--- src/inc/smb_client_pkg.sv ---
// constants and carrier types for the two-wire client register port
// Functional notes
// first byte: seven-bit address plus direction
// client address from sixteen-level strap
// strap also sets enable polarity, mirrored
// bytes eight bits, msb first
// client acks every received byte
// host nacks last read byte
// stop resets client state machine
// low clock timeout resets protocol logic
// idle high resets unless sleeping
// timeouts disabled until bit cleared
// after timeout resume at next start
// works from 10 to 400 kHz
// block transfers unlimited, no count byte
// write byte stores data at pointer
// read byte uses repeated start
// address-only write just loads pointer
// read without address uses pointer
// block reads and writes supported
// pointer increments per byte, wraps
// start is data falling, clock high
// never stretch the clock
// wrong address ignored until start
// repeated start keeps the pointer
package smb_client_pkg;
    localparam int unsigned CLK_MHZ = 250;
    localparam int unsigned TIMEOUT_MS = 30;
    localparam int unsigned IDLE_US = 200;
    // longest times round down
    localparam int unsigned TIMEOUT_CYC = TIMEOUT_MS * 1000 * CLK_MHZ;
    localparam int unsigned IDLE_CYC = IDLE_US * CLK_MHZ;
    localparam int unsigned BYTE_BITS = 8;
    localparam logic [3:0] STRAP_HALF_BIT = 4'h8;
    localparam logic [2:0] BIT_LAST = 3'h7;
    localparam logic [7:0] PTR_RESET = 8'h00;
    localparam logic [7:0] PTR_STEP = 8'h01;

    typedef enum {
        ST_IDLE,
        ST_ADDR,
        ST_ADDR_ACK,
        ST_PTR,
        ST_WACK,
        ST_WDATA,
        ST_RDATA,
        ST_RACK,
        ST_IGNORE
    } client_state_t;

    // register file access from the port
    typedef struct packed {
        logic wr_strobe;
        logic [7:0] addr;
        logic [7:0] wdata;
    } reg_req_t;

    // strap decode result
    typedef struct packed {
        logic [6:0] addr;
        logic active_high;
    } strap_cfg_t;

    // sixteen strap levels to address and polarity, upper half mirrored
    function automatic strap_cfg_t strap_decode(input logic [3:0] lvl);
        strap_cfg_t c;
        logic [2:0] k;
        c.active_high = lvl[3];
        k = lvl[3] ? ~lvl[2:0] : lvl[2:0];
        case (k)
            3'h0: c.addr = 7'h57;
            3'h1: c.addr = 7'h56;
            3'h2: c.addr = 7'h55;
            3'h3: c.addr = 7'h54;
            3'h4: c.addr = 7'h30;
            3'h5: c.addr = 7'h31;
            3'h6: c.addr = 7'h32;
            default: c.addr = 7'h33;
        endcase
        return c;
    endfunction
endpackage

--- src/core/smb_client_port.sv ---
// two-wire client port reaching an eight-bit register space
module smb_client_port
    import smb_client_pkg::*;
#(
    parameter int unsigned TIMEOUT_CYCLES = TIMEOUT_CYC,
    parameter int unsigned IDLE_CYCLES = IDLE_CYC
) (
    input wire logic sys_clk,
    input wire logic rstn,
    input wire logic scl_in,
    input wire logic sda_in,
    output logic sda_out,
    output logic sda_oe,
    output logic scl_out,
    output logic scl_oe,
    input wire logic [3:0] strap_level,
    input wire logic timeout_disable_bit,
    input wire logic sleep_state,
    output reg_req_t reg_req,
    input wire logic [7:0] reg_rdata,
    output logic [6:0] client_addr,
    output logic port_power_enable_active_high,
    output logic busy
);

    // sampling rate ample
    // three-stage synchronisers, first stage feeds only the second
    logic [2:0] scl_sync_reg, scl_sync_next;
    logic [2:0] sda_sync_reg, sda_sync_next;
    logic scl_reg, scl_next;
    logic sda_reg, sda_next;

    always_comb begin
        scl_sync_next = {scl_sync_reg[1:0], scl_in};
        sda_sync_next = {sda_sync_reg[1:0], sda_in};
        // a change counts only once stages two and three agree
        scl_next = (scl_sync_reg[1] == scl_sync_reg[2]) ? scl_sync_reg[2] : scl_reg;
        sda_next = (sda_sync_reg[1] == sda_sync_reg[2]) ? sda_sync_reg[2] : sda_reg;
    end

    always_ff @(posedge sys_clk or negedge rstn) begin
        if (!rstn) begin
            scl_sync_reg <= 3'h7;
            sda_sync_reg <= 3'h7;
            scl_reg <= 1'b1;
            sda_reg <= 1'b1;
        end else begin
            scl_sync_reg <= scl_sync_next;
            sda_sync_reg <= sda_sync_next;
            scl_reg <= scl_next;
            sda_reg <= sda_next;
        end
    end

    // bus events from filtered levels
    logic scl_rise, scl_fall, start_ev, stop_ev;
    assign scl_rise = scl_next & ~scl_reg;
    assign scl_fall = ~scl_next & scl_reg;
    // start detect
    assign start_ev = scl_reg & scl_next & sda_reg & ~sda_next;
    // stop detect
    assign stop_ev = scl_reg & scl_next & ~sda_reg & sda_next;

    // strap capture one clock after reset release, strap treated as static
    logic strap_done_reg, strap_done_next;
    strap_cfg_t cfg_reg, cfg_next;

    always_comb begin
        strap_done_next = 1'b1;
        cfg_next = cfg_reg;
        // strap decode
        if (!strap_done_reg) begin
            cfg_next = strap_decode(strap_level);
        end
    end

    always_ff @(posedge sys_clk or negedge rstn) begin
        if (!rstn) begin
            strap_done_reg <= 1'b0;
            cfg_reg <= '0;
        end else begin
            strap_done_reg <= strap_done_next;
            cfg_reg <= cfg_next;
        end
    end

    // bus watchdog counters
    logic [31:0] low_cnt_reg, low_cnt_next;
    logic [31:0] idle_cnt_reg, idle_cnt_next;
    logic wd_reset;

    always_comb begin
        low_cnt_next = 32'h0000_0000;
        idle_cnt_next = 32'h0000_0000;
        if (!scl_reg && low_cnt_reg <= TIMEOUT_CYCLES) begin
            low_cnt_next = low_cnt_reg + 32'h0000_0001;
        end
        if (scl_reg && sda_reg && idle_cnt_reg <= IDLE_CYCLES) begin
            idle_cnt_next = idle_cnt_reg + 32'h0000_0001;
        end
    end

    // watchdog reset gated by disable bit, idle reset also by sleep
    assign wd_reset = !timeout_disable_bit &&
        ((low_cnt_reg > TIMEOUT_CYCLES) || (!sleep_state && idle_cnt_reg > IDLE_CYCLES));

    always_ff @(posedge sys_clk or negedge rstn) begin
        if (!rstn) begin
            low_cnt_reg <= 32'h0000_0000;
            idle_cnt_reg <= 32'h0000_0000;
        end else begin
            low_cnt_reg <= low_cnt_next;
            idle_cnt_reg <= idle_cnt_next;
        end
    end

    // protocol engine
    client_state_t state_reg, state_next;
    logic [7:0] shift_reg, shift_next;
    logic [2:0] bit_reg, bit_next;
    logic [7:0] ptr_reg, ptr_next;
    logic sda_drv_reg, sda_drv_next;
    reg_req_t req_reg, req_next;
    logic busy_next;
    // the clock fall that closes a start is not a data bit; only falls after a rise count
    logic armed_reg, armed_next;

    always_comb begin
        state_next = state_reg;
        shift_next = shift_reg;
        bit_next = bit_reg;
        ptr_next = ptr_reg;
        sda_drv_next = sda_drv_reg;
        req_next = req_reg;
        req_next.wr_strobe = 1'b0;
        armed_next = armed_reg;
        case (state_reg)
            ST_IDLE: begin
                sda_drv_next = 1'b0;
            end
            ST_ADDR, ST_PTR, ST_WDATA: begin
                // msb-first shift on rising clock
                if (scl_rise) begin
                    shift_next = {shift_reg[6:0], sda_reg};
                    armed_next = 1'b1;
                end
                if (scl_fall && armed_reg) begin
                    bit_next = bit_reg + 3'h1;
                    if (bit_reg == BIT_LAST) begin
                        if (state_reg == ST_ADDR) begin
                            // address match, mismatch ignored until start
                            if (shift_reg[7:1] == cfg_reg.addr) begin
                                sda_drv_next = 1'b1;
                                state_next = ST_ADDR_ACK;
                            end else begin
                                state_next = ST_IGNORE;
                            end
                        end else if (state_reg == ST_PTR) begin
                            // ack the pointer byte, pointer loaded only
                            sda_drv_next = 1'b1;
                            ptr_next = shift_reg;
                            state_next = ST_WACK;
                        end else begin
                            // ack data, store at pointer
                            sda_drv_next = 1'b1;
                            req_next.wr_strobe = 1'b1;
                            req_next.addr = ptr_reg;
                            req_next.wdata = shift_reg;
                            // advance with wrap, no count byte
                            ptr_next = ptr_reg + PTR_STEP;
                            state_next = ST_WACK;
                        end
                    end
                end
            end
            ST_ADDR_ACK: begin
                if (scl_fall) begin
                    bit_next = 3'h0;
                    // read takes reg_rdata as given; the pointer is not driven out for reads
                    if (shift_reg[0]) begin
                        shift_next = reg_rdata;
                        sda_drv_next = ~reg_rdata[7];
                        state_next = ST_RDATA;
                    end else begin
                        sda_drv_next = 1'b0;
                        state_next = ST_PTR;
                    end
                end
            end
            ST_WACK: begin
                if (scl_fall) begin
                    sda_drv_next = 1'b0;
                    bit_next = 3'h0;
                    state_next = ST_WDATA;
                end
            end
            ST_RDATA: begin
                if (scl_fall) begin
                    bit_next = bit_reg + 3'h1;
                    if (bit_reg == BIT_LAST) begin
                        // release for host ack, step pointer
                        sda_drv_next = 1'b0;
                        ptr_next = ptr_reg + PTR_STEP;
                        state_next = ST_RACK;
                    end else begin
                        shift_next = {shift_reg[6:0], 1'b0};
                        sda_drv_next = ~shift_reg[6];
                    end
                end
            end
            ST_RACK: begin
                if (scl_rise) begin
                    shift_next[0] = sda_reg;
                end
                if (scl_fall) begin
                    bit_next = 3'h0;
                    // host nack ends the read; wait for stop or start
                    if (shift_reg[0]) begin
                        state_next = ST_IGNORE;
                    end else begin
                        shift_next = reg_rdata;
                        sda_drv_next = ~reg_rdata[7];
                        state_next = ST_RDATA;
                    end
                end
            end
            ST_IGNORE: begin
                sda_drv_next = 1'b0;
            end
            default: begin
                state_next = ST_IDLE;
            end
        endcase
        // start or repeated start restarts framing, pointer kept
        if (start_ev) begin
            state_next = ST_ADDR;
            bit_next = 3'h0;
            armed_next = 1'b0;
            sda_drv_next = 1'b0;
        end
        // stop or watchdog returns to idle, waits for next start
        if (stop_ev || wd_reset) begin
            state_next = ST_IDLE;
            sda_drv_next = 1'b0;
        end
        busy_next = (state_next != ST_IDLE) && (state_next != ST_IGNORE);
    end

    // pointer survives stops so later reads use it
    always_ff @(posedge sys_clk or negedge rstn) begin
        if (!rstn) begin
            state_reg <= ST_IDLE;
            shift_reg <= 8'h00;
            bit_reg <= 3'h0;
            ptr_reg <= PTR_RESET;
            sda_drv_reg <= 1'b0;
            req_reg <= '0;
            armed_reg <= 1'b0;
            busy <= 1'b0;
        end else begin
            state_reg <= state_next;
            shift_reg <= shift_next;
            bit_reg <= bit_next;
            ptr_reg <= ptr_next;
            sda_drv_reg <= sda_drv_next;
            req_reg <= req_next;
            armed_reg <= armed_next;
            busy <= busy_next;
        end
    end

    // open-drain data: output always low, enable pulls
    always_ff @(posedge sys_clk or negedge rstn) begin
        if (!rstn) begin
            sda_out <= 1'b0;
            sda_oe <= 1'b0;
            scl_out <= 1'b0;
            scl_oe <= 1'b0;
            client_addr <= 7'h00;
            port_power_enable_active_high <= 1'b0;
        end else begin
            sda_out <= 1'b0;
            sda_oe <= sda_drv_next;
            scl_out <= 1'b0;
            // clock line never held
            scl_oe <= 1'b0;
            client_addr <= cfg_reg.addr;
            port_power_enable_active_high <= cfg_reg.active_high;
        end
    end

    assign reg_req = req_reg;

endmodule

--- config.mk ---
export PLATFORM = sky130hd
export DESIGN_NAME = smb_client_port
export DESIGN_NICKNAME = d
export VERILOG_FILES = /design/src/inc/smb_client_pkg.sv /design/src/core/smb_client_port.sv
export SDC_FILE = /design/constraint.sdc
export NUM_CORES = 1
export LEC_CHECK = 0
export BUFFER_PORTS_ARGS = -buffer_cell sky130_fd_sc_hd__buf_2
export CAP_MARGIN = 0
export CORE_MARGIN = 2
export CORE_UTILIZATION = 45
export CTS_BUF_LIST = sky130_fd_sc_hd__clkbuf_16
export CTS_CLUSTER_SIZE = 8
export DETAILED_ROUTE_END_ITERATION = 6
export PLACE_DENSITY = 0.77
export SYNTH_ARGS = -nofsm -noshare
export SYNTH_HDL_FRONTEND = slang
export SYNTH_SLANG_ARGS = --single-unit
--- constraint.sdc ---
create_clock -name sys_clk -period 2.57 [get_ports sys_clk]
set_clock_uncertainty 0.15 [all_clocks]
set_input_delay 0.514 -clock sys_clk [delete_from_list [all_inputs] [get_ports sys_clk]]
set_output_delay 0.514 -clock sys_clk [all_outputs]
set_load 0.03 [all_outputs]
==> Yosys cells after proc, flatten, opt, wreduce, memory -nomap -nowiden <==
Cells that the tools add are included.
{ "totals": {"register_bits": 160, "wordCells": 183} }
{ "op_classes": {"n_addsub": 4, "eq_ne": 43, "bitwise": 16, "reduce_logical": 31, "mux": 63, "n_lt_le_gt_ge": 4} }
{ "op_table": {"columns": ["cell", "n"], "rows": [
  ["32-bit 2-to-1 mux", 12],
  ["32-bit case mux with 6 select lines", 1],
  ["32-bit by 3-bit equality test with 1-bit output, second input constant", 5],
  ["8-bit 2-to-1 mux", 13],
  ["32-bit by 2-bit equality test with 1-bit output, second input constant", 3],
  ["17-bit 2-to-1 mux", 5],
  ["32-bit by 1-bit adder with 32-bit output, second input constant", 2],
  ["7-bit case mux with 7 select lines", 1],
  ["32-bit by 1-bit equality test with 1-bit output, second input constant", 1],
  ["32-bit by 4-bit equality test with 1-bit output, second input constant", 1],
  ["32-bit by 16-bit > comparator with 1-bit output, second input constant", 1],
  ["32-bit by 23-bit > comparator with 1-bit output, second input constant", 1],
  ["32-bit by 16-bit <= comparator with 1-bit output, second input constant", 1],
  ["32-bit by 23-bit <= comparator with 1-bit output, second input constant", 1],
  ["32-bit zero test", 1],
  ["32-bit by 5-bit != test with 1-bit output, second input constant", 1],
  ["8-bit case mux with 4 select lines", 1],
  ["32-bit nonzero test", 1],
  ["4-bit != test, second input constant", 7],
  ["2-bit != test, second input constant", 11],
  ["1-bit 2-to-1 mux", 19],
  ["3-bit 2-to-1 mux", 6],
  ["8-bit case mux with 2 select lines", 1],
  ["3-bit equality test, second input constant", 4],
  ["other kinds (30)", 61]
]} }

==> Logic depth before layout (Yosys ltp) <==
Gate-level depths: netlist of the first run.
{ "depth": {"ltp_word": 11, "mapped_depth": 9, "depth_no_buf": 8} }

==> Least setup slack after synthesis of the first run <==
Ideal clock, no wire load.
{ "synth_path": {"kind": "register to register", "start": "register scl_reg", "end": "register req_reg, in the netlist reg_req[10]", "t_required_ns": 2.295, "t_arrival_ns": 2.275, "setup_ns": 0.125, "stages_incl_launch_ff": 9, "setup_slack_ns": 0.020, "cell_sequence": "dfstp_2 -> buf_2 -> or3b_2 -> buf_2 -> nor3_1 -> and3b_1 -> buf_4 -> buf_4 -> mux2_2"} }
{ "synth_between": {"elab_chain_len": 5} }
{ "synth_rtl": {"columns": ["element", "line", "rtl"], "rows": [
  ["from (decl)", "smb_client_port.sv:30", "logic scl_reg, scl_next;"],
  ["from (signal assigned)", "smb_client_port.sv:50", "scl_reg <= scl_next;"],
  ["1-bit 2-to-1 mux", "smb_client_port.sv:37", "scl_next = (scl_sync_reg[1] == scl_sync_reg[2]) ? scl_sync_reg[2] : scl_reg;"],
  ["1-bit inverter", "smb_client_port.sv:58", "assign scl_fall = ~scl_next & scl_reg;"],
  ["1-bit bitwise AND *", "smb_client_port.sv:58", null],
  ["1-bit logical AND *", "smb_client_port.sv:147", "if (scl_fall && armed_reg) begin"],
  ["5-bit AND reduction (no line) *", null, null],
  ["to (signal assigned)", "smb_client_port.sv:266", "req_reg <= req_next;"],
  ["to (decl)", "smb_client_port.sv:123", "reg_req_t req_reg, req_next;"]
]} }
Mark *: on every way between the ends. The rest lies on a longest branch, timed or not.
A chain may end at the register's enable or synchronous reset.

==> Worst setup path after layout of the first run <==
{ "layout_path": {"start": "register state_reg[17]", "end": "register shift_reg[4]"} }
{ "layout_between": {"elab_chain_len": 4, "elab_cells_between_ends": 17, "classes_between": "13 x eq/ne; 1 x mux; 3 x reduce/logical"} }
{ "layout_rtl": {"columns": ["element", "line", "rtl"], "rows": [
  ["from (decl)", "smb_client_port.sv:118", "client_state_t state_reg, state_next;"],
  ["from (signal assigned)", "smb_client_port.sv:261", "state_reg <= state_next;"],
  ["32-bit by 1-bit equality test with 1-bit output, or another cell as far along", "smb_client_port.sv:137", "case (state_reg)"],
  ["3-bit OR reduction", "smb_client_port.sv:137", null],
  ["4-bit nonzero test (no line) / 2-bit != test (equally long branches)", null, null],
  ["8-bit AND reduction (no line)", null, null],
  ["to (signal assigned)", "smb_client_port.sv:262", "shift_reg <= shift_next;"],
  ["to (decl)", "smb_client_port.sv:119", "logic [7:0] shift_reg, shift_next;"]
]} }
Parallel ways exist; a longest one is shown, timed or not.

==> summary.md, run 1 <==
| Metric | Value |
|---|---|
| Reg area | `0.00391 mm²` |
| FFs w/ async S/R, synth | `100%` |
| Filler Cell Count | `1175` |
| Routed len/inst | `14.7 µm` |
| FF+latch count, synth | `156` |
| Period Utilization, post-route | `94.7%` |
| Total I/O pin count | `48` |
| Total Die Area | `0.0156 mm²` |
| Synth warn | `0` |
| Synth Area per Inst | `11.3 µm²` |
| Residual DRC | `0` |
| Synth cell count leaders | `dfrtp_1, nor2_1, nand2_1` |
| Total power | `0.00515 W` |
| Largest family of logic cells by synthesized area | `simple AND/OR/NAND/NOR gates` |
| Routed WL | `13100 µm` |
| Routability congestion estimate | `0.863` |
| P per Cell Area | `653 mW/mm²` |
| Multi-input gate area | `0.00272 mm²` |
| Type of origin of the critical path | `register` |
| Most numerous cell in the Yosys netlist | `dfrtp_1` |
| Vias per cell | `5.18` |
| Worst EP arrival | `2590 ps` |
| Clk_lat worst skew | `430 ps` |
| Die X | `125 µm` |
| Final Hold Viols | `0` |
| Slew @ Worst Pin | `639 ps` |
| Post-synthesis mux area share | `4.79%` |
| Commonest register cell after synthesis | `dfrtp_1` |
| Number of setup buffers added after CTS | `0` |
| Ranking of synthesized cells by area | `dfrtp_1, mux2_2, nor2_1` |
| Post-synthesis simple-gate area fraction | `16.9%` |
| Max-slew violations | `0` |
| RSZ-0062 raised after global routing | `no` |
| Worst vdd rail ir drop | `0.439 mV` |
| TritonRoute pass-1 iters | `5` |
| Setup TNS | `0 ps` |
| Layout cells sized above 1 | `20.7%` |
| Post-Synth XOR/XNOR Area | `5.47%` |
| Post-synth EDFFs | `0` |
| Starting Density | `45.7%` |
| First-pass GRT wire length | `22700 µm` |
| Final worst path period need | `2430 ps` |
| P_leak | `3.60 nW` |
| Fmax | `411 MHz` |
| Synth Area in Compound Gates | `8.53%` |
| Nets | `716` |
| Setup violators final | `0` |
| IO Port Bufs | `43` |
| Rel. slew slack | `57.4%` |
| FP Rows | `44` |
| CP Class | `reg -> reg` |
| Count of cell types in the netlist | `61` |
| Post-Synth Adder-Cell Area | `1.64%` |
| Max-cap violations | `0` |
| Initial antenna violation count | `0` |
| Synth top area share | `56.5%` |
| Crit-path max FO | `7` |
| Vias in the first global route | `4692` |
| Synthesis-to-layout area growth | `20.3%` |
| CTS max path bufs | `2` |
| Iteration-0 DRC Markers | `365` |
| Total CTS buffers | `17` |
| HPWL Detailed | `8870 µm` |
| Leading area contributor after synthesis | `dfrtp_1` |
| Clock sinks | `156` |
| Largest net degree at the start of global routing | `73` |
| TritonCTS clock tree | `done` |
| CTS H-tree depth | `4` |
| Sequential share of the synthesized area | `59.7%` |
| Hold Path Class | `in -> reg` |
| Crit. End Element | `register` |
| Via count | `4601` |
| Clock root cell | `clkbuf_16` |
| Die H | `125 µm` |
| Gr usage total | `18.0%` |
| Req. time, crit path | `2730 ps` |
| Antenna viol nets, final | `0` |
| GR Overflow Total | `0` |
| Post-synthesis cell count | `582` |
| Clock transition at path regs | `70 ps` |
| Status | `finished, final reports clean` |
| Core Area | `0.0144 mm²` |
| Synthesized area | `0.00656 mm²` |
[logic make-up (layout without fill, tap and decap cells)]
logic type,count (synthesis),after routing
other,2,59
AO/OA/AOI/OAI,86,86
flip-flops,156,156
buffers and inverters,41,107
multiplexers,28,28
XOR/XNOR,41,41
AND/OR/NAND/NOR,219,219
adder cells (fa/ha/maj),9,9
[worst paths after layout]
| check | start | end | slack (ps) | cells after the start |
|---|---|---|---|---|
| hold / removal | sda_in | sda_sync_reg[0] | 30 | 1 |
| setup reg to reg | state_reg[17] | shift_reg[4] | 140 | 6 |
| setup / recovery | state_reg[17] | shift_reg[4] | 140 | 6 |
| min in group asynchronous | rstn | idle_cnt_reg[10] | 530 | 2 |
| max in group asynchronous | rstn | scl_reg | 1030 | 3 |
| hold reg to reg | scl_sync_reg[0] | scl_sync_reg[1] | 210 | 0 |
[layer usage]
layer,up-vias,part of all wire [%],track usage (%)
li1,2189,-,-
met1,2280,42,22.7
met2,109,52,29.9
met3,23,4.7,5.33
met4,0,1.3,5.35
met5,-,0,0
[power breakdown]
group | total, W | internal (W) | leakage, nW | switching [W]
Sequential | 0.00257 | 0.00253 | 1.99 | 0.0000397
Clock | 0.00239 | 0.00135 | 0.270 | 0.00105
Combinational | 0.000186 | 0.0000559 | 1.34 | 0.000130
[layout make-up]
| type | count | share of cell area [%] |
|---|---|---|
| sequential | 156 | 49.6 |
| multi-input combinational | 441 | 34.4 |
| clock buffer | 17 | 5.39 |
| timing repair buffer | 64 | 5.31 |
| tap | 184 | 2.92 |
| clock inverter | 15 | 1.79 |
| inverter | 11 | 0.523 |
| antenna | 1 | 0.0317 |
[stage by stage]
stage	cells	util, %	instance area (µm²)	hold WS (ps)	setup WS, ps
after detailed placement	855	50.5	7260	199	2.46
after floorplan	638	-	6770	68.4	20.4
after global placement	855	50.5	7260	198	49.4
final	889	54.9	7890	34.0	137
after CTS	888	54.6	7850	19.4	14.4
after global routing	888	54.9	7890	17.3	4.30
[critical path: stages (launching register included)]
cell and delay [ps]:
dfrtp_1 400, nor4_4 290, nand4_1 160, or2_1 250, or4_4 540, a22o_1 260
mux2_2 270
[layout by cell type (no fill, tap or decap), types with 4 or more instances in the layout]
cell type,n
clkbuf_16,17
a31oi_1,9
o21ai_0,16
xor2_1,27
a22o_1,7
and3_1,11
nand2_1,40
nor2b_1,6
nor3_1,8
a21oi_1,25
ha_1,6
xnor2_1,14
clkinvlp_4,4
dfstp_2,8
conb_1,58
nand3_1,25
dfrtp_1,148
buf_2,42
nor2_1,69
inv_1,12
mux2_2,27
nand4_1,10
o22ai_1,5
nor4_1,12
buf_4,17
a211oi_1,4
nand2b_1,5
[repair_timing]
item / 4_1_cts / 5_1_grt
setup endpoints to repair: 7 / 15
pin swaps: 0 / 3
hold endpoints to repair: 66 / 0
resized for setup: 3 / 6
hold buffers: 1 / 0
No activity file was read; power rests on OpenSTA's default activity.
==> run 2, diff against run 1 <==
--- a/config.mk
+++ b/config.mk
@@ -13,6 +13,7 @@
 export CTS_CLUSTER_SIZE = 8
 export DETAILED_ROUTE_END_ITERATION = 6
 export PLACE_DENSITY = 0.77
+export RECOVER_POWER = 50
 export SYNTH_ARGS = -nofsm -noshare
 export SYNTH_HDL_FRONTEND = slang
 export SYNTH_SLANG_ARGS = --single-unit
==> run 2 against run 1 <==
- the flow now finishes with violations (capacitance limit, slew limit)
- via count rose by 0.24%
- register-to-register slack barely moved
- combinational power fell by 2%
- count of clock-buffer cells in the layout did not move
- final cell count did not move
- sequential power barely moved
- non-clock buffer count did not move
- critical endpoint unchanged
==> summary.md, run 2 (synthesized netlist as in run 1, its figures left out) <==
| Metric | Value |
|---|---|
| Setup TNS | `0 ps (unchanged)` |
| Clock root cell | `clkbuf_16` |
| Routed len/inst | `14.7 µm (+0.20%)` |
| CP Class | `reg -> reg` |
| P per Cell Area | `653 mW/mm² (+0.13%)` |
| Die X | `125 µm (unchanged)` |
| Worst vdd rail ir drop | `0.439 mV (about the same)` |
| Fmax | `411 MHz (about the same)` |
| Number of setup buffers added after CTS | `0 (unchanged)` |
| Filler Cell Count | `1178 (+0.26%)` |
| Total Die Area | `0.0156 mm² (unchanged)` |
| CTS H-tree depth | `4 (unchanged)` |
| Routability congestion estimate | `0.863 (unchanged)` |
| Slew @ Worst Pin | `1540 ps (+904 ps)` |
| Clk_lat worst skew | `430 ps (about the same)` |
| CTS max path bufs | `2 (unchanged)` |
| Initial antenna violation count | `0 (unchanged)` |
| Gr usage total | `18.0% (unchanged)` |
| Core Util, Final | `54.8% (-0.12 points)` |
| Via count | `4612 (+0.24%)` |
| First-pass GRT wire length | `22700 µm (unchanged)` |
| Residual DRC | `0 (unchanged)` |
| Most common cell after layout, fill and taps aside | `dfrtp_1` |
| Die H | `125 µm (unchanged)` |
| Synthesis-to-layout area growth | `20.0%` |
| Total I/O pin count | `48 (unchanged)` |
| Most frequent cells in the layout | `dfrtp_1, nor2_1, conb_1` |
| Final worst path period need | `2430 ps (-0.570 ps)` |
| TritonCTS clock tree | `done` |
| Final Hold Viols | `0 (unchanged)` |
| Clock sinks | `156 (unchanged)` |
| Antenna viol nets, final | `0 (unchanged)` |
| FP Rows | `44 (unchanged)` |
| Status | `finished with violations` |
| Hold Path Class | `in -> reg` |
| Req. time, crit path | `2730 ps (about the same)` |
| TritonRoute pass-1 iters | `4 (-1)` |
| Iteration-0 DRC Markers | `350 (-4.1%)` |
| Clock transition at path regs | `70 ps (about the same)` |
| Core Area | `0.0144 mm² (unchanged)` |
| Routed WL | `13100 µm (+0.20%)` |
| GR Overflow Total | `0 (unchanged)` |
| Starting Density | `45.7% (unchanged)` |
| Worst EP arrival | `2600 ps (about the same)` |
| IO Port Bufs | `43 (unchanged)` |
| Total power | `0.00515 W (about the same)` |
| Crit-path max FO | `7 (unchanged)` |
| RSZ-0062 raised after global routing | `no` |
| Setup violators final | `0 (unchanged)` |
| Type of origin of the critical path | `register` |
| Layout cells sized above 1 | `19.7% (-0.99 points)` |
| Nets | `716 (unchanged)` |
| Vias per cell | `5.19 (+0.24%)` |
| Failing checks | `capacitance limit, slew limit` |
| Crit. End Element | `register` |
| Max-slew violations | `71 (+71)` |
| Rel. slew slack | `-2.87% (-60 points)` |
| Vias in the first global route | `4692 (unchanged)` |
| P_leak | `3.58 nW (-0.54%)` |
| Total CTS buffers | `17 (unchanged)` |
| Period Utilization, post-route | `94.7% (about the same)` |
| HPWL Detailed | `8870 µm (unchanged)` |
| Largest net degree at the start of global routing | `73 (unchanged)` |
| Max-cap violations | `1 (+1)` |
-- run 2: worst max-delay path, stage by stage, from the launching register on --
cell	delay, ps
dfrtp_1	400
nor4_4	290
nand4_1	160
or2_1	250
or4_4	550
a22o_1	260
mux2_2	270
-- run 2: routing by layer --
layer / part of all wire (%) / vias up / routed length, µm / track usage (%)
met3: 4.2 / 20 / 547 / 5.33
met5: 0 / - / 0 / 0
li1: - / 2192 / - / -
met4: 1.5 / 0 / 194 / 5.35
met2: 51 / 108 / 6750 / 29.9
met1: 43 / 2292 / 5620 / 22.7
-- run 2: worst paths after layout --
path | startpoint | slack (ps) | cells past startpoint | end
min in group asynchronous | rstn | 900 | 2 | idle_cnt_reg[3]
max in group asynchronous | rstn | 360 | 3 | reg_req[1]
max reg2reg | state_reg[17] | 140 | 6 | shift_reg[4]
min | sda_in | 40 | 1 | sda_sync_reg[0]
min reg2reg | scl_sync_reg[0] | 210 | 0 | scl_sync_reg[1]
max | state_reg[17] | 140 | 6 | shift_reg[4]
-- run 2: cell type report --
class,instances,area (µm²),share of cell area (%)
diodes,1,2.50,0.0318
clock buffers,17,425,5.40
clock inverters,15,141,1.80
inverters,11,41.3,0.524
multi-input cells,441,2720,34.5
flip-flops and latches,156,3910,49.7
well taps,184,230,2.92
repair buffers,64,402,5.10
-- run 2: report_power, final --
part           total [W]  internal (W)  switching [W]
registers        0.00257       0.00253      0.0000400
logic           0.000182     0.0000524       0.000130
clock network    0.00239       0.00135        0.00104
-- run 2: repair_timing --
item                                   CTS  global route
gates resized for setup                  3             6
pin swaps                                0             3
hold buffers                             1             0
setup endpoints to repair                7            15
endpoints found under the hold margin   66             0
-- run 2: through the flow --
stage                     hold slack, ps  setup slack (ps)  cell area, µm²  std cells
after floorplan                     68.4              20.4            6770        638
after global placement               198              49.4            7260        855
after detailed placement             199              2.46            7260        855
after CTS                           19.4              14.4            7850        888
after global routing                17.3              4.08            7870        888
final                               35.3               137            7880        889
==> run 3, diff against run 2 <==
--- a/config.mk
+++ b/config.mk
@@ -14,6 +14,7 @@
 export DETAILED_ROUTE_END_ITERATION = 6
 export PLACE_DENSITY = 0.77
 export RECOVER_POWER = 50
+export SETUP_SLACK_MARGIN = 0.2
 export SYNTH_ARGS = -nofsm -noshare
 export SYNTH_HDL_FRONTEND = slang
 export SYNTH_SLANG_ARGS = --single-unit
==> run 3 against run 2 <==
- the run now ends clean
- global-route usage shrank 0.28 points
- final cell count is 0.90% higher
- count of clock-buffer cells in the layout is the same
- largest power group unchanged
- first-iteration DRC count increased by 13%
- critical endpoint is now shift_reg[3]
- largest cell class unchanged
==> summary.md, run 3 (synthesized netlist as in run 1, its figures left out) <==
| Metric | Value |
|---|---|
| P per Cell Area | `632 mW/mm² (-3.3%)` |
| Seq pwr share | `50.3% (+0.3 points)` |
| Total Die Area | `0.0156 mm² (unchanged)` |
| Routed WL | `13600 µm (+3.9%)` |
| Combinational power share | `3.5% (about the same)` |
| Most frequent cells in the layout | `dfrtp_1, nor2_1, conb_1` |
| Total I/O pin count | `48 (unchanged)` |
| Filler Cell Count | `1171 (-0.59%)` |
| Hold Path Class | `in -> reg` |
| Vias in the first global route | `4694 (+0.043%)` |
| RSZ-0062 raised after global routing | `yes` |
| Die X | `125 µm (unchanged)` |
| Setup TNS | `0 ps (unchanged)` |
| Total CTS buffers | `17 (unchanged)` |
| Nets | `725 (+1.3%)` |
| GR Overflow Total | `0 (unchanged)` |
| Setup ws final | `45.4 ps (-91.9 ps)` |
| Max-cap violations | `0 (-1)` |
| TritonRoute pass-1 iters | `5 (+1)` |
| Routability congestion estimate | `0.850 (-1.5%)` |
| Clock transition at path regs | `60 ps (about the same)` |
| Clock root cell | `clkbuf_16` |
| Period Utilization, post-route | `98.2% (+3.6 points)` |
| Initial antenna violation count | `0 (unchanged)` |
| Worst vdd rail ir drop | `0.575 mV (+31%)` |
| Sw frac | `23.4% (-0.24 points)` |
| Setup violators final | `0 (unchanged)` |
| IO Port Bufs | `43 (unchanged)` |
| Total power | `0.00513 W (-0.39%)` |
| Status | `finished, final reports clean` |
| CTS H-tree depth | `4 (unchanged)` |
| HPWL Detailed | `8760 µm (-1.2%)` |
| Req. time, crit path | `2730 ps (about the same)` |
| Final worst path period need | `2520 ps (+91.9 ps)` |
| Via count | `4663 (+1.1%)` |
| Gr usage total | `17.7% (-0.28 points)` |
| Residual DRC | `0 (unchanged)` |
| Switching component of the power | `0.00120 W (-1.4%)` |
| Clock sinks | `156 (unchanged)` |
| P_leak | `3.68 nW (+2.7%)` |
| CTS max path bufs | `2 (unchanged)` |
| Slew @ Worst Pin | `1250 ps (-289 ps)` |
| Crit-path max FO | `7 (unchanged)` |
| First-pass GRT wire length | `22200 µm (-2.4%)` |
| Type of origin of the critical path | `register` |
| Crit. End Element | `register` |
| Core Area | `0.0144 mm² (unchanged)` |
| Synthesis-to-layout area growth | `23.7%` |
| Placed cells | `855 (unchanged)` |
| Worst EP arrival | `2680 ps (+80 ps)` |
| Die H | `125 µm (unchanged)` |
| Largest net degree at the start of global routing | `60 (-18%)` |
| Antenna viol nets, final | `0 (unchanged)` |
| Core Util, Final | `56.5% (+1.7 points)` |
| Routed len/inst | `15.2 µm (+2.9%)` |
| Rel. slew slack | `16.4% (+19 points)` |
| Iteration-0 DRC Markers | `394 (+13%)` |
| Vias per cell | `5.20 (+0.20%)` |
| Layout cells sized above 1 | `24.1% (+4.4 points)` |
| Post-Layout Cell Count | `897 (+0.90%)` |
| Max-slew violations | `0 (-100%)` |
| Final Hold Viols | `0 (unchanged)` |
| Clk_lat worst skew | `430 ps (about the same)` |
| CP Class | `reg -> reg` |
| Setup WS pre-CTS | `-37.5 ps (-40.0 ps)` |
| TritonCTS clock tree | `done` |
| Clock power share | `46.3% (-0.2 points)` |
| Starting Density | `45.7% (unchanged)` |
| Most common cell after layout, fill and taps aside | `dfrtp_1` |
| Inserted Diodes | `0 (-1)` |
| Internal Power | `0.00393 W (about the same)` |
| Fmax | `396 MHz (-3.6%)` |
| FP Rows | `44 (unchanged)` |
## run 3: cell types whose count changed in the layout (fill, tap and decap cells not counted), moves of 4 or more
cell      before  now
clkbuf_1       5    0
buf_2         38   42
inv_6          1    5
clkbuf_2       0    4
## run 3: layer usage
metal | track usage (%) | share of wire (%) | wire, µm
met1 | 22.1 | 41 | 5530
met4 | 7.47 | 2.1 | 288
met5 | 0 | 0 | 0
met2 | 28.8 | 51 | 6990
met3 | 5.24 | 5.9 | 800
## run 3: layout make-up
type | instances | area, µm² | share of cell area, %
well taps | 184 | 230 | 2.84
flip-flops and latches | 156 | 3910 | 48.2
clock inverters | 15 | 140 | 1.73
inverters | 11 | 41.3 | 0.509
multi-input cells | 441 | 2850 | 35.1
repair buffers | 73 | 515 | 6.35
clock buffers | 17 | 425 | 5.24
## run 3: worst max-delay path, cell delays in order, from the launching register on
cell and delay (ps):
dfrtp_1 380, nor4_2 310, nand3_1 180, or2_1 270, or4_4 590, a22o_1 250
mux2_2 270
## run 3: path summary, 6_finish.rpt
| kind | startpoint | to | slack [ps] | cells past startpoint |
|---|---|---|---|---|
| max in group asynchronous | rstn | client_addr[0] | 390 | 3 |
| min reg2reg | sda_sync_reg[0] | sda_sync_reg[1] | 220 | 0 |
| min | sda_in | sda_sync_reg[0] | 30 | 1 |
| max reg2reg | state_reg[19] | shift_reg[3] | 50 | 6 |
| min in group asynchronous | rstn | low_cnt_reg[21] | 770 | 2 |
| max | state_reg[19] | shift_reg[3] | 50 | 6 |
## run 3: per-stage QoR
stage | instance area [µm²] | hold WS [ps]
final | 8110 | 32.5
after global placement | 7280 | 200
after global routing | 8110 | 11.2
after floorplan | 6800 | 68.4
after CTS | 7900 | 14.4
after detailed placement | 7280 | 205
## run 3: timing repair
action | 4_1_cts | 5_1_grt
endpoints found under the hold margin | 42 | 0
pin swaps | 9 | 13
gates cloned | 0 | 2
hold buffers | 1 | 0
resized for setup | 9 | 28
setup buffers | 1 | 6
endpoints found under the setup margin | 17 | 61
## run 3: power groups by stage
| stage | Clock [W] | Combinational [W] | Sequential, W |
|---|---|---|---|
| CTS | 0.00243 | 0.000183 | 0.00257 |
| floorplan | 0 | 0.0000780 | 0.00262 |
| global route | 0.00254 | 0.000203 | 0.00258 |
| global placement | 0 | 0.000174 | 0.00261 |
| detailed placement | 0 | 0.000178 | 0.00262 |
| finish | 0.00237 | 0.000178 | 0.00258 |
